<file path="src/shared/txqr_map.svh">
`ifndef TXQR_MAP_SVH
`define TXQR_MAP_SVH

// Register indices; byte address is four times the index
`define TXQR_P2_LOW_IDX 8'hce
`define TXQR_P3_HIGH_IDX 8'hd0
`define TXQR_ACTIVE_IDX 8'hd4

// Reset values: every mode bit 1, ratios 1, 2, 4 and 8
`define TXQR_P2_LOW_RST 16'h8182
`define TXQR_P3_HIGH_RST 16'h8488

// Field positions inside one 16-bit register
`define TXQR_UPPER_MODE_BIT 15
`define TXQR_UPPER_RATIO_MSB 14
`define TXQR_UPPER_RATIO_LSB 8
`define TXQR_LOWER_MODE_BIT 7
`define TXQR_LOWER_RATIO_MSB 6
`define TXQR_LOWER_RATIO_LSB 0

// Avalon response codes
`define TXQR_RESP_OKAY 2'b00
`define TXQR_RESP_SLVERR 2'b10
`define TXQR_RESP_DECERR 2'b11

// Scheduling period
`define TXQR_CLK_PERIOD_NS 10
`define TXQR_SCHED_PERIOD_NS 10000
`define TXQR_SCHED_PERIOD_CYCLES (`TXQR_SCHED_PERIOD_NS / `TXQR_CLK_PERIOD_NS)
`define TXQR_PERIOD_CNT_W 10

`endif

</file>
<file path="src/shared/txqr_pkg.sv">
package txqr_pkg;

    typedef struct packed {
        logic ratio_mode;
        logic [6:0] ratio;
    } txqr_queue_cfg_t;

    // Index 0 is queue 0 of port 2, index 3 is queue 3 of port 3
    typedef struct packed {
        txqr_queue_cfg_t [3:0] q;
    } txqr_sched_cfg_t;

    typedef enum {
        TXQR_IDLE,
        TXQR_ANSWER
    } txqr_bus_state_t;

endpackage : txqr_pkg

</file>
<file path="src/txqr_period.sv">
`timescale 1ns/1ps
`include "txqr_map.svh"

module txqr_period (
    // Clock and reset
    input wire logic clk,
    input wire logic rst_n,
    // One-cycle pulse at each period start
    output logic tick_q
);

    logic [`TXQR_PERIOD_CNT_W-1:0] cnt_q;

    always_ff @(posedge clk) begin
        if (!rst_n) begin
            cnt_q <= '0;
        end else if (cnt_q == `TXQR_PERIOD_CNT_W'(`TXQR_SCHED_PERIOD_CYCLES - 1)) begin
            cnt_q <= '0;
        end else begin
            cnt_q <= cnt_q + `TXQR_PERIOD_CNT_W'(1);
        end
    end

    always_ff @(posedge clk) begin
        if (!rst_n) begin
            tick_q <= 1'b0;
        end else begin
            tick_q <= (cnt_q == `TXQR_PERIOD_CNT_W'(`TXQR_SCHED_PERIOD_CYCLES - 1));
        end
    end

endmodule : txqr_period

</file>
<file path="src/txqr_regs.sv">
`timescale 1ns/1ps
`include "txqr_map.svh"

// Contract
// - Port 2 queue 0 mode bit 15 picks strict priority (0) or a count limit from bits 14:8 (1).
// - Bits 14:8 of the port 2 register give the queue 0 count per period, reset 1, mode reset 1.
// - Port 2 queue 1 mode bit 7 picks strict priority (0) or a count limit from bits 6:0 (1).
// - Bits 6:0 of the port 2 register give the queue 1 count per period, reset 2, mode reset 1.
// - Port 3 queue 2 mode bit 15 picks strict priority (0) or a count limit from bits 14:8 (1).
// - Bits 14:8 of the port 3 register give the queue 2 count per period, reset 4, mode reset 1.
// - Port 3 queue 3 mode bit 7 picks strict priority (0) or a count limit from bits 6:0 (1).
// - Bits 6:0 of the port 3 register give the queue 3 count per period, reset 8, mode reset 1.
module txqr_regs
    import txqr_pkg::*;
(
    // Clock and reset
    input wire logic REF_CLK,
    input wire logic RST_N,
    // Avalon-MM slave
    input wire logic [9:0] ADDRESS,
    input wire logic READ,
    input wire logic WRITE,
    input wire logic [31:0] WRITEDATA,
    input wire logic [3:0] BYTEENABLE,
    output logic [31:0] READDATA,
    output logic [1:0] RESPONSE,
    output logic WAITREQUEST,
    // Scheduler side
    output txqr_sched_cfg_t SCHED_CFG,
    output logic PERIOD_START
);

    txqr_bus_state_t state_q;
    logic [15:0] p2_low_q;
    logic [15:0] p3_high_q;
    logic [15:0] p2_low_d;
    logic [15:0] p3_high_d;
    logic [31:0] rdata_d;
    logic [1:0] resp_d;
    logic hit_p2;
    logic hit_p3;
    logic hit_act;
    logic commit;
    logic tick;
    logic [31:0] shadow;
    txqr_queue_cfg_t live_q [4];
    localparam logic [15:0] p2_rst = `TXQR_P2_LOW_RST;
    localparam logic [15:0] p3_rst = `TXQR_P3_HIGH_RST;
    localparam logic [31:0] live_rst = {p3_rst[7:0], p3_rst[15:8], p2_rst[7:0], p2_rst[15:8]};

    txqr_period u_period (
        .clk(REF_CLK),
        .rst_n(RST_N),
        .tick_q(tick)
    );

    assign hit_p2 = (ADDRESS[9:2] == `TXQR_P2_LOW_IDX);
    assign hit_p3 = (ADDRESS[9:2] == `TXQR_P3_HIGH_IDX);
    assign hit_act = (ADDRESS[9:2] == `TXQR_ACTIVE_IDX);
    assign commit = WRITE && (state_q == TXQR_ANSWER);

    // Answer one cycle after the request is seen; waitrequest idles high
    always_ff @(posedge REF_CLK) begin
        if (!RST_N) begin
            state_q <= TXQR_IDLE;
        end else begin
            unique case (state_q)
                TXQR_IDLE: begin
                    if (READ || WRITE) begin
                        state_q <= TXQR_ANSWER;
                    end
                end
                TXQR_ANSWER: begin
                    state_q <= TXQR_IDLE;
                end
            endcase
        end
    end

    always_ff @(posedge REF_CLK) begin
        if (!RST_N) begin
            WAITREQUEST <= 1'b1;
        end else begin
            WAITREQUEST <= !((state_q == TXQR_IDLE) && (READ || WRITE));
        end
    end

    // Byte lanes 0 and 1 only; upper lanes have no storage
    function automatic logic [15:0] merge(input logic [15:0] old, input logic [31:0] wd,
                                          input logic [3:0] be);
        merge = old;
        if (be[0]) begin
            merge[7:0] = wd[7:0];
        end
        if (be[1]) begin
            merge[15:8] = wd[15:8];
        end
    endfunction : merge

    always_comb begin
        p2_low_d = p2_low_q;
        p3_high_d = p3_high_q;
        if (commit && hit_p2) begin
            p2_low_d = merge(p2_low_q, WRITEDATA, BYTEENABLE);
        end
        if (commit && hit_p3) begin
            p3_high_d = merge(p3_high_q, WRITEDATA, BYTEENABLE);
        end
    end

    always_ff @(posedge REF_CLK) begin
        if (!RST_N) begin
            p2_low_q <= `TXQR_P2_LOW_RST;
        end else begin
            p2_low_q <= p2_low_d;
        end
    end

    always_ff @(posedge REF_CLK) begin
        if (!RST_N) begin
            p3_high_q <= `TXQR_P3_HIGH_RST;
        end else begin
            p3_high_q <= p3_high_d;
        end
    end

    always_comb begin
        rdata_d = 32'h0000_0000;
        resp_d = `TXQR_RESP_OKAY;
        if (hit_p2) begin
            rdata_d = {16'h0000, p2_low_q};
        end else if (hit_p3) begin
            rdata_d = {16'h0000, p3_high_q};
        end else if (hit_act) begin
            rdata_d = SCHED_CFG;
            // Status view of the live copy is read only
            if (WRITE) begin
                resp_d = `TXQR_RESP_SLVERR;
            end
        end else begin
            resp_d = `TXQR_RESP_DECERR;
        end
    end

    always_ff @(posedge REF_CLK) begin
        if (!RST_N) begin
            READDATA <= 32'h0000_0000;
            RESPONSE <= `TXQR_RESP_OKAY;
        end else if ((state_q == TXQR_IDLE) && (READ || WRITE)) begin
            READDATA <= READ ? rdata_d : 32'h0000_0000;
            RESPONSE <= resp_d;
        end
    end

    assign shadow = {p3_high_q[7:0], p3_high_q[15:8], p2_low_q[7:0], p2_low_q[15:8]};

    // live copy moves only at a period start, so a scheduler never
    // sees a half-written pair of fields inside one period
    genvar gi;
    generate
        for (gi = 0; gi < 4; gi++) begin : g_queue
            always_ff @(posedge REF_CLK) begin
                if (!RST_N) begin
                    live_q[gi] <= live_rst[gi*8 +: 8];
                end else if (tick) begin
                    live_q[gi] <= shadow[gi*8 +: 8];
                end
            end
        end
    endgenerate

    assign SCHED_CFG = {live_q[3], live_q[2], live_q[1], live_q[0]};

    always_ff @(posedge REF_CLK) begin
        if (!RST_N) begin
            PERIOD_START <= 1'b0;
        end else begin
            PERIOD_START <= tick;
        end
    end

    chk_q0_mode_load: assert property (
        @(posedge REF_CLK) disable iff (!RST_N)
        tick |=> SCHED_CFG.q[0].ratio_mode == $past(p2_low_q[`TXQR_UPPER_MODE_BIT]))
        else $error("queue 0 mode not loaded at period start");

    chk_q0_reset_val: assert property (
        @(posedge REF_CLK) disable iff (!RST_N)
        $rose(RST_N) |-> p2_low_q[`TXQR_UPPER_RATIO_MSB:`TXQR_UPPER_RATIO_LSB] == 7'h01
            && p2_low_q[`TXQR_UPPER_MODE_BIT] && SCHED_CFG.q[0] == 8'h81)
        else $error("queue 0 reset value wrong");

    chk_q1_mode_load: assert property (
        @(posedge REF_CLK) disable iff (!RST_N)
        tick |=> SCHED_CFG.q[1].ratio_mode == $past(p2_low_q[`TXQR_LOWER_MODE_BIT]))
        else $error("queue 1 mode not loaded at period start");

    chk_q1_reset_val: assert property (
        @(posedge REF_CLK) disable iff (!RST_N)
        $rose(RST_N) |-> p2_low_q[`TXQR_LOWER_RATIO_MSB:`TXQR_LOWER_RATIO_LSB] == 7'h02
            && p2_low_q[`TXQR_LOWER_MODE_BIT] && SCHED_CFG.q[1] == 8'h82)
        else $error("queue 1 reset value wrong");

    chk_q2_ratio_load: assert property (
        @(posedge REF_CLK) disable iff (!RST_N)
        tick |=> SCHED_CFG.q[2] == $past(p3_high_q[15:8]))
        else $error("queue 2 fields not loaded at period start");

    chk_q2_reset_val: assert property (
        @(posedge REF_CLK) disable iff (!RST_N)
        $rose(RST_N) |-> p3_high_q[15:8] == 8'h84 && SCHED_CFG.q[2] == 8'h84)
        else $error("queue 2 reset value wrong");

    chk_q3_ratio_load: assert property (
        @(posedge REF_CLK) disable iff (!RST_N)
        tick |=> SCHED_CFG.q[3] == $past(p3_high_q[7:0]))
        else $error("queue 3 fields not loaded at period start");

    chk_q3_reset_val: assert property (
        @(posedge REF_CLK) disable iff (!RST_N)
        $rose(RST_N) |-> p3_high_q[7:0] == 8'h88 && SCHED_CFG.q[3] == 8'h88)
        else $error("queue 3 reset value wrong");

    chk_write_readback: assert property (
        @(posedge REF_CLK) disable iff (!RST_N)
        (WRITE && !WAITREQUEST && hit_p2 && BYTEENABLE[1:0] == 2'b11)
            |=> p2_low_q == $past(WRITEDATA[15:0]))
        else $error("port 2 write not stored");

    chk_live_hold: assert property (
        @(posedge REF_CLK) disable iff (!RST_N)
        !tick |=> $stable(SCHED_CFG))
        else $error("live config changed inside a period");

    chk_bus_answer: assert property (
        @(posedge REF_CLK) disable iff (!RST_N)
        ((READ || WRITE) && WAITREQUEST && state_q == TXQR_IDLE) |=> !WAITREQUEST ##1 WAITREQUEST)
        else $error("bus answer not one cycle");

endmodule : txqr_regs

</file>
<file path="config.mk">
export PLATFORM = sky130hd
export DESIGN_NAME = txqr_regs
export DESIGN_NICKNAME = d
export VERILOG_FILES = /design/src/shared/txqr_pkg.sv /design/src/txqr_period.sv /design/src/txqr_regs.sv
export VERILOG_INCLUDE_DIRS = /design/src /design/src/shared
export SDC_FILE = /design/constraint.sdc
export NUM_CORES = 1
export LEC_CHECK = 0
export BUFFER_PORTS_ARGS = -buffer_cell sky130_fd_sc_hd__buf_2
export CAP_MARGIN = 20
export CORE_MARGIN = 2
export CORE_UTILIZATION = 59
export CTS_BUF_LIST = sky130_fd_sc_hd__clkbuf_8
export DETAILED_ROUTE_END_ITERATION = 16
export PLACE_DENSITY = 0.91
export SYNTH_ARGS = -nofsm -noshare
export SYNTH_HDL_FRONTEND = slang
export SYNTH_SLANG_ARGS = --single-unit
</file>
<file path="constraint.sdc">
create_clock -name REF_CLK -period 3 [get_ports REF_CLK]
set_input_delay 0.75 -clock REF_CLK [delete_from_list [all_inputs] [get_ports REF_CLK]]
set_output_delay 0.75 -clock REF_CLK [all_outputs]
set_load 0.03 [all_outputs]
</file>
==> results of run 1 <==
-- final cells by class --
cell class / count / area, um^2 / area share
multi-input combinational: 271 / 1760 / 0.339
tap: 99 / 124 / 0.0239
clock inverter: 7 / 56.3 / 0.0109
inverter: 6 / 22.5 / 0.00434
clock buffer: 9 / 124 / 0.0239
timing repair buffer: 104 / 538 / 0.104
sequential: 112 / 2560 / 0.494
-- critical path, delay by kind of cell --
family | cells | cell delay [ns]
simple gates | 3 | 1.12
mux | 1 | 0.31
buf+inv | 1 | 0.09
-- power by group through the flow --
stage / combinational (W) / sequential (W) / clock (W)
after floorplan: 0.0000949 / 0.00167 / 0
after global placement: 0.000196 / 0.00163 / 0
after detailed placement: 0.000202 / 0.00164 / 0
after CTS: 0.000203 / 0.00160 / 0.000843
after global routing: 0.000217 / 0.00161 / 0.000913
final: 0.000204 / 0.00160 / 0.000834
-- layer usage --
metal / global-route usage / part of all wire / up-vias
met4: 0.0934 / 0.024 / 0
li1: - / - / 1668
met5: 0 / 0 / -
met3: 0.0556 / 0.075 / 22
met1: 0.338 / 0.42 / 1680
met2: 0.413 / 0.48 / 160
-- how the worst max path moves through the flow --
| stage | from | endpoint | slack (ns) | depth (start not counted) |
|---|---|---|---|---|
| 4_1_cts | ADDRESS[2] | p3_high_q[15] | 0.99 | 5 |
| 2_1_floorplan | RST_N | live_q[0][0] | 0.94 | 2 |
| 3_3_place_gp | ADDRESS[2] | p3_high_q[15] | 0.63 | 5 |
| 3_5_place_dp | ADDRESS[2] | p3_high_q[15] | 0.57 | 5 |
| 5_1_grt | ADDRESS[2] | p3_high_q[10] | 0.87 | 5 |
| 6_report | ADDRESS[2] | p3_high_q[15] | 0.99 | 5 |
-- state kept, by name, indices dropped and copies added (netlist names) --
signal	count
RESPONSE	2
live_q	32
u_period.tick_q	1
p3_high_q	16
WAITREQUEST	1
u_period.cnt_q	10
PERIOD_START	1
READDATA	32
state_q	1
p2_low_q	16
-- logic make-up after synthesis --
| logic type | after synthesis | synth area share |
|---|---|---|
| buffers and inverters | 35 | 0.0408 |
| xor gates and xnor gates | 5 | 0.00972 |
| and+or+nand+nor | 157 | 0.193 |
| AOI/OAI and AO/OA | 84 | 0.127 |
| adders and majority gates | 1 | 0.00278 |
| DFF | 112 | 0.569 |
| muxes | 24 | 0.0578 |
-- cells in the mapped netlist (all sizes together), types with 2 or more instances --
master,count,share of area
nand4,7,0.021
xnor2,4,0.0078
o21ai,44,0.049
and2,2,0.0033
dfxtp,80,0.36
nor3,2,0.0022
a22oi,32,0.064
nor2b,3,0.0042
mux2i,8,0.018
edfxtp,32,0.21
and3,25,0.035
nor2,30,0.031
nand2,43,0.036
buf,18,0.027
mux2,16,0.040
inv,6,0.0050
or3,2,0.0028
a21oi,2,0.0022
nand3,30,0.036
a31oi,3,0.0042
or2,8,0.011
clkbuf,11,0.0092
-- stage by stage --
| step | instance area [um^2] | instances | total power (W) | utilization | worst slack [ns] |
|---|---|---|---|---|---|
| floorplan | 4500 | 418 | 0.00177 | - | 0.943 |
| global placement | 5000 | 592 | 0.00183 | 0.683 | 0.629 |
| detailed placement | 5000 | 592 | 0.00184 | 0.683 | 0.569 |
| CTS | 5180 | 608 | 0.00265 | 0.707 | 0.989 |
| global route | 5180 | 608 | 0.00274 | 0.707 | 0.872 |
| finish | 5180 | 608 | 0.00264 | 0.707 | 0.989 |
==> impl_metrics.json, run 1 <==
{
  "final_layout_size_suffix_gt1_frac": 0.338,
  "syn2layout_area_growth_pct": 15.1,
  "htreeDepth": 3,
  "die_height_um": 91.4,
  "holdBufCountCts": 0,
  "clk_path_buf_depth": 2,
  "min_period_ns": 2.01,
  "synth_edf_count": 32,
  "synth_top_flop_cell": "dfxtp_1",
  "initial_core_util": 0.614,
  "hp-start": "READDATA[2]",
  "fmax_ghz": 0.497,
  "drv_cap": 0,
  "nFillCells": 552,
  "async_reset_ff_frac": 0,
  "core_mm2": 0.00733,
  "track_usage": 0.255,
  "max-slew-margin-rel": 0.423,
  "path_class": "primary input to flip-flop",
  "final_cell_mix": "buf_2 (97), dfxtp_1 (80), nand2_1 (43), edfxtp_1 (32), nand3_1 (28)",
  "place.gp.congestion": 0.836,
  "fin_nets": 555,
  "grt.overflow.total": 0,
  "holdWs_ns": 0.454,
  "p_switching_w": 0.000686,
  "synth.cell_area_mm2": 0.00450,
  "vdd_drop_max_uv": 459,
  "clkPwrFrac": 0.316,
  "endpoint_kind": "flip-flop",
  "leakage_nw": 2.15,
  "cts_buffers": 9,
  "die-area_mm2": 0.00835,
  "hpwl_um": 7160,
  "startpoint_type": "primary input",
  "r2r-end": "live_q[1][1]",
  "slew_viol_final": 0,
  "synth-seq-cells": 112,
  "layout_commonest_cell": "buf_2",
  "crit_required_ns": 3.26,
  "clk_latency_ns": 0.38,
  "drcViolationCount": 0,
  "portBuffers": 97,
  "die_x_um": 91.4,
  "wl_per_cell_um": 17.1,
  "finalCritPeriodShare": 0.670,
  "num_rows": 31,
  "cts_tree": "done",
  "crit_slowest_cell": "and4bb_1",
  "clk_pin_slew_worst_paths_ns": 0.11,
  "vias_per_cell": 5.81,
  "io_pins": 118,
  "root_buffer": "clkbuf_8",
  "crit_arrival_ns": 2.27,
  "tightest_slew_ns": 0.864,
  "rsz0062_at_grt": "false",
  "clock_skew_ns": 0.0107,
  "yosysWarnings": 0,
  "yosysSeqAreaShare": 0.569,
  "setup_viol": 0,
  "seqPwrFrac": 0.607,
  "status": "completed",
  "crit_chain": "buf_2 > and4bb_1 > nand4_2 > mux2i_1 > nand2_1",
  "synth_cell_types": 43,
  "comb_power_share": 0.077,
  "hold_viol": 0,
  "hold_path_depth": 2,
  "ant_nets": 0,
  "swShare": 0.260,
  "antenna_found_initial": 0,
  "min_to": "READDATA[2]",
  "tns_ns": 0,
  "grt_max_degree": 45,
  "postCtsSetupBuffers": 0,
  "min_path_type": "flip-flop to flip-flop",
  "diodes": 0,
  "worstReg2RegStart": "u_period.tick_q",
  "drtIter0Drc": 344,
  "slowest_delay_ns": 0.57,
  "vias": 3530,
  "reg2reg_slack_ns": 1.15,
  "intPower_w": 0.00195,
  "grt_pass1_vias": 3258,
  "power_density_mw_per_mm2": 509,
  "postSynthAreaPerCell_um2": 10.8,
  "synth_nets": 469,
  "worst_r2r_path_depth": 2,
  "cts_sinks": 112,
  "postSynthCellCount": 418,
  "finalWirelength_um": 10400,
  "cts.repair.resized": 0,
  "worstPathMaxFanout": 14,
  "grt_pass1_wl_um": 16600,
  "first_pass_iters": 5
}
Note: power is estimated with default switching activity, not from simulation.
==> run 2, diff against run 1 <==
ABC_AREA = 1   (was unset)
CORE_UTILIZATION = 55   (was 59)
PLACE_DENSITY = 0.85   (was 0.91)
clock period = 1.9 ns   (was 3 ns; I/O delays follow)
==> run 2 against run 1 <==
Effect of this change: count of clock-buffer cells in the layout is the same; register-to-register slack lost 0.72 ns; combinational power grew 61%; area after synthesis grew 7.9%; sequential share of layout area shrank 4.2 points; largest cell class unchanged; critical path depth shrank 4; flip-flop and latch count is the same; via count grew 18%; critical path type is now flip-flop to output port; largest power group unchanged.
==> impl_metrics.json, run 2 <==
{
  "core_mm2": 0.00864,
  "die-area_mm2": 0.00960,
  "grt_pass1_vias": 3760,
  "grt_pass1_wl_um": 18500,
  "startpoint_type": "flip-flop",
  "crit_slowest_cell": "edfxtp_1",
  "holdBufCountCts": 0,
  "first_pass_iters": 5,
  "reg_top3": "READDATA: 32 flops, live_q: 32 flops",
  "synth_edf_count": 32,
  "grt.overflow.total": 0,
  "synth-seq-cells": 112,
  "rsz0062_at_grt": "false",
  "yosysWarnings": 0,
  "synth_area_leaders": "dfxtp_1 (33%), edfxtp_1 (20%), nand2_1 (11%)",
  "p_total_w": 0.00442,
  "holdWs_ns": 0.306,
  "drv_cap": 0,
  "min_to": "p2_low_q[15]",
  "critical-path-top-delay-family": "flip-flops",
  "syn2layout_area_growth_pct": 16.6,
  "crit_required_ns": 1.42,
  "place.gp.congestion": 0.918,
  "htreeDepth": 3,
  "cts_buffers": 9,
  "slowest_delay_ns": 0.45,
  "postCtsSetupBuffers": 0,
  "crit_chain": "buf_2",
  "final_layout_size_suffix_gt1_frac": 0.225,
  "finalCritPeriodShare": 0.796,
  "endpoint_kind": "output port",
  "io_pins": 118,
  "clk_pin_slew_worst_paths_ns": 0.11,
  "die_x_um": 98,
  "tightest_slew_ns": 0.768,
  "ant_nets": 0,
  "synth_nets": 656,
  "postSynthAreaPerCell_um2": 8.03,
  "path_class": "flip-flop to output port",
  "synth_cell_types": 29,
  "path_buf_inv": 1,
  "hp-start": "WRITEDATA[15]",
  "antenna_found_initial": 0,
  "cts.repair.resized": 0,
  "synth.cell_area_mm2": 0.00486,
  "worstReg2RegStart": "u_period.cnt_q[0]",
  "clk_path_buf_depth": 2,
  "tns_ns": 0,
  "yosysSeqAreaShare": 0.527,
  "status": "completed",
  "drcViolationCount": 0,
  "yosys.area.top_type_share": 0.330,
  "dp.cells": 794,
  "drtIter0Drc": 324,
  "worst_r2r_path_depth": 8,
  "async_reset_ff_frac": 0,
  "synth_top_flop_cell": "dfxtp_1",
  "yosys.area.top_type": "dfxtp_1",
  "vdd_drop_max_uv": 454,
  "wl_per_cell_um": 14.5,
  "clk_latency_ns": 0.39,
  "crit_arrival_ns": 1.04,
  "nFillCells": 735,
  "synth.most_common_cell": "nand2_1",
  "fmax_ghz": 0.661,
  "final_cell_mix": "nand2_1 (145), buf_2 (97), nor2_1 (84), dfxtp_1 (80), nand3_1 (75)",
  "clock_skew_ns": 0.0124,
  "initial_core_util": 0.563,
  "leakage_nw": 2.59,
  "synth_common_cells": "nand2_1 (145), nor2_1 (84), dfxtp_1 (80)",
  "hpwl_um": 8740,
  "vias": 4172,
  "hold_path_depth": 3,
  "setup_viol": 0,
  "track_usage": 0.247,
  "hold_viol": 0,
  "worstPathMaxFanout": 2,
  "root_buffer": "clkbuf_8",
  "power_density_mw_per_mm2": 781,
  "slew_viol_final": 0,
  "r2r-end": "u_period.cnt_q[6]",
  "layout_commonest_cell": "nand2_1",
  "fin_cells": 810,
  "diodes": 0,
  "max-slew-margin-rel": 0.488,
  "grt_max_degree": 37,
  "reg2reg_slack_ns": 0.43,
  "finalWirelength_um": 11800,
  "vias_per_cell": 5.15,
  "min_path_type": "primary input to flip-flop",
  "cts_tree": "done",
  "postSynthCellCount": 605,
  "min_period_ns": 1.51,
  "cts_sinks": 112,
  "num_rows": 34,
  "fin_nets": 748,
  "die_height_um": 98,
  "portBuffers": 97
}
==> run 2: metal layers <==
metal | wire length (um) | vias to the layer above | global-route usage
li1 | - | 2105 | -
met1 | 4900 | 1919 | 0.328
met2 | 5870 | 132 | 0.411
met3 | 817 | 16 | 0.0451
met4 | 164 | 0 | 0.0780
met5 | 0 | - | 0
==> run 2: worst max path at each step <==
| stage | startpoint | end | slack (ns) | cells past startpoint |
|---|---|---|---|---|
| 2_1_floorplan | RST_N | live_q[0][0] | 0.27 | 3 |
| 6_report | live_q[1][6] | SCHED_CFG[14] | 0.39 | 1 |
| 3_5_place_dp | ADDRESS[2] | p2_low_q[12] | 0.16 | 9 |
| 5_1_grt | u_period.cnt_q[0] | u_period.cnt_q[6] | 0.23 | 8 |
| 3_3_place_gp | ADDRESS[2] | p2_low_q[11] | 0.21 | 9 |
| 4_1_cts | live_q[1][6] | SCHED_CFG[14] | 0.39 | 1 |
==> run 2: area by class of cell <==
cell class	instances	area, um^2	area share
clock buffer	9	124	0.0219
clock inverter	7	108	0.0190
inverter	71	268	0.0473
multi-input combinational	397	1890	0.334
sequential	112	2560	0.452
tap	108	135	0.0239
timing repair buffer	106	578	0.102
==> run 2: where the power goes <==
| part | total, W | internal, W | switching [W] |
|---|---|---|---|
| clock network | 0.00158 | 0.000666 | 0.000915 |
| registers | 0.00251 | 0.00249 | 0.0000246 |
| logic | 0.000329 | 0.0000880 | 0.000241 |
| total | 0.00442 | 0.00324 | 0.00118 |
==> run 2: logic make-up (layout without fill, tap and decap cells) <==
group,count (synthesis),count (layout),synth area share
and+or+nand+nor,343,343,0.332
DFF,112,112,0.527
buffers and inverters,96,193,0.0839
AOI/OAI and AO/OA,53,53,0.0546
adders and majority gates,1,1,0.00257
==> run 2: metrics by stage <==
step / cell area (um^2) / utilization / worst slack, ns
2_1_floorplan: 4860 / - / 0.270
3_3_place_gp: 5430 / 0.629 / 0.208
3_5_place_dp: 5430 / 0.629 / 0.159
4_1_cts: 5660 / 0.656 / 0.387
5_1_grt: 5660 / 0.656 / 0.231
6_report: 5660 / 0.656 / 0.387
==> run 3, diff against run 2 <==
ABC_AREA = 0   (was 1)
CORE_UTILIZATION = 54   (was 55)
PLACE_DENSITY = 0.84   (was 0.85)
clock period = 1.4 ns   (was 1.9 ns; I/O delays follow)
==> run 3 against run 2 <==
Effect of this change: combinational power up 59%; highest routed layer unchanged; clock power up 44%; register-to-register slack worse by 0.36 ns; sequential power up 37%; sequential share of layout area up 0.17 points; core utilization up 3.8 points; clock skew down 0.0020 ns; via count down 14%.
==> impl_metrics.json, run 3 (same netlist as run 1, synthesis figures left out) <==
{
  "min_path_type": "primary input to flip-flop",
  "tns_ns": 0,
  "startpoint_type": "flip-flop",
  "multi_input_area_mm2": 0.00176,
  "worst_r2r_path_depth": 4,
  "clock_skew_ns": 0.0103,
  "crit_slowest_cell": "edfxtp_1",
  "clk_pin_slew_worst_paths_ns": 0.11,
  "crit_arrival_ns": 1.02,
  "holdBufCountCts": 0,
  "place.gp.congestion": 0.881,
  "num_rows": 33,
  "hpwl_um": 7710,
  "drtIter0Drc": 213,
  "portBuffers": 97,
  "cts_buffers": 9,
  "vias": 3578,
  "reg_top3": "READDATA: 32 flops, live_q: 32 flops",
  "hold_path_depth": 3,
  "crit_chain": "buf_2",
  "comb_power_share": 0.084,
  "initial_core_util": 0.554,
  "seqPwrFrac": 0.550,
  "worst-path-stages": 1,
  "status": "completed",
  "crit_required_ns": 1.05,
  "wl_per_cell_um": 16.6,
  "root_buffer": "clkbuf_8",
  "max-slew-margin-rel": 0.798,
  "antenna_found_initial": 0,
  "fmax_ghz": 0.728,
  "swShare": 0.233,
  "vdd_drop_max_uv": 540,
  "nFillCells": 603,
  "diodes": 0,
  "clk_latency_ns": 0.38,
  "path_class": "flip-flop to output port",
  "endpoint_kind": "output port",
  "die_height_um": 95.3,
  "leakage_nw": 2.38,
  "first_pass_iters": 5,
  "final_layout_size_suffix_gt1_frac": 0.382,
  "finalWirelength_um": 10800,
  "p_switching_w": 0.00145,
  "finalCritPeriodShare": 0.981,
  "syn2layout_area_growth_pct": 25.3,
  "regArea_mm2": 0.00256,
  "place_ws_ns": -0.215,
  "intPower_w": 0.00478,
  "drv_cap": 0,
  "grt_pass1_vias": 3457,
  "htreeDepth": 3,
  "final_cell_mix": "buf_2 (94), dfxtp_1 (80), nand2_1 (43), edfxtp_1 (32), buf_4 (32)",
  "critical-path-top-delay-family": "flip-flops",
  "power_density_mw_per_mm2": 1110,
  "core_mm2": 0.00813,
  "grt_pass1_wl_um": 17000,
  "clk_path_buf_depth": 2,
  "io_pins": 118,
  "grt.overflow.total": 0,
  "clkPwrFrac": 0.366,
  "vias_per_cell": 5.53,
  "slowest_delay_ns": 0.44,
  "min_period_ns": 1.37,
  "die_x_um": 95.3,
  "slew_viol_final": 0,
  "fin_ws_ns": 0.0261,
  "track_usage": 0.250,
  "fin_nets": 588,
  "postLayoutCoreUtil": 0.694,
  "worstPathMaxFanout": 2,
  "drcViolationCount": 0,
  "setup_viol": 0,
  "holdWs_ns": 0.198,
  "grt_max_degree": 25,
  "tightest_slew_ns": 0.303,
  "p_total_w": 0.00624,
  "hold_viol": 0,
  "cts_tree": "done",
  "layout_commonest_cell": "buf_2",
  "cts_sinks": 112,
  "die-area_mm2": 0.00909,
  "path_buf_inv": 1,
  "ant_nets": 0
}
==> run 3: changes by cell type in the layout (fill, tap and decap cells not counted), moves of 10 or more <==
cell     delta
a21oi_1    -38
a22oi_1    +22
a22oi_2    +10
and3_1     +25
buf_4      +25
inv_1      -54
mux2_2     +16
nand2_1   -102
nand3_1    -47
nor2_1     -64
o21ai_1    +23
==> run 3: area by class of cell <==
cell class | instances | area share
timing repair buffer | 137 | 0.163
sequential | 112 | 0.454
clock buffer | 9 | 0.0220
tap | 105 | 0.0233
multi-input combinational | 271 | 0.312
clock inverter | 7 | 0.0211
inverter | 6 | 0.00399
==> run 3: power groups by stage <==
stage	Sequential, W	Combinational (W)	Clock [W]
global placement	0.00350	0.000499	0
finish	0.00343	0.000524	0.00228
floorplan	0.00358	0.000205	0
global route	0.00344	0.000561	0.00245
detailed placement	0.00350	0.000510	0
CTS	0.00343	0.000510	0.00232
==> run 3: worst reg2reg max path: stages, from the launching register on <==
cell and delay, ns:
dfxtp_1 0.40, and2_4 0.24, nand4_4 0.27, mux2i_1 0.26, nand2_1 0.07
==> run 3: metal layers <==
layer | track usage | wire, um | vias to the layer above
li1 | - | - | 1738
met1 | 0.328 | 4720 | 1679
met2 | 0.402 | 5200 | 148
met3 | 0.0451 | 667 | 13
met4 | 0.121 | 165 | 0
met5 | 0 | 0 | -
==> run 3: what timing repair did <==
item                       in CTS  in global routing
buffers inserted                0                  4
setup endpoints to repair       0                 12
gates resized for setup         0                  9
==> run 3: worst paths after layout <==
path / start / end / slack (ns)
min reg2reg: READDATA[14] / READDATA[14] / 0.46
min: WRITEDATA[15] / p3_high_q[15] / 0.20
max: live_q[2][6] / SCHED_CFG[22] / 0.03
max reg2reg: state_q[0] / p2_low_q[1] / 0.07
==> run 3: metrics by stage <==
stage / cell area (um^2) / instances
global placement: 5360 / 627
finish: 5640 / 647
CTS: 5600 / 643
floorplan: 4510 / 418
detailed placement: 5360 / 627
global route: 5640 / 647
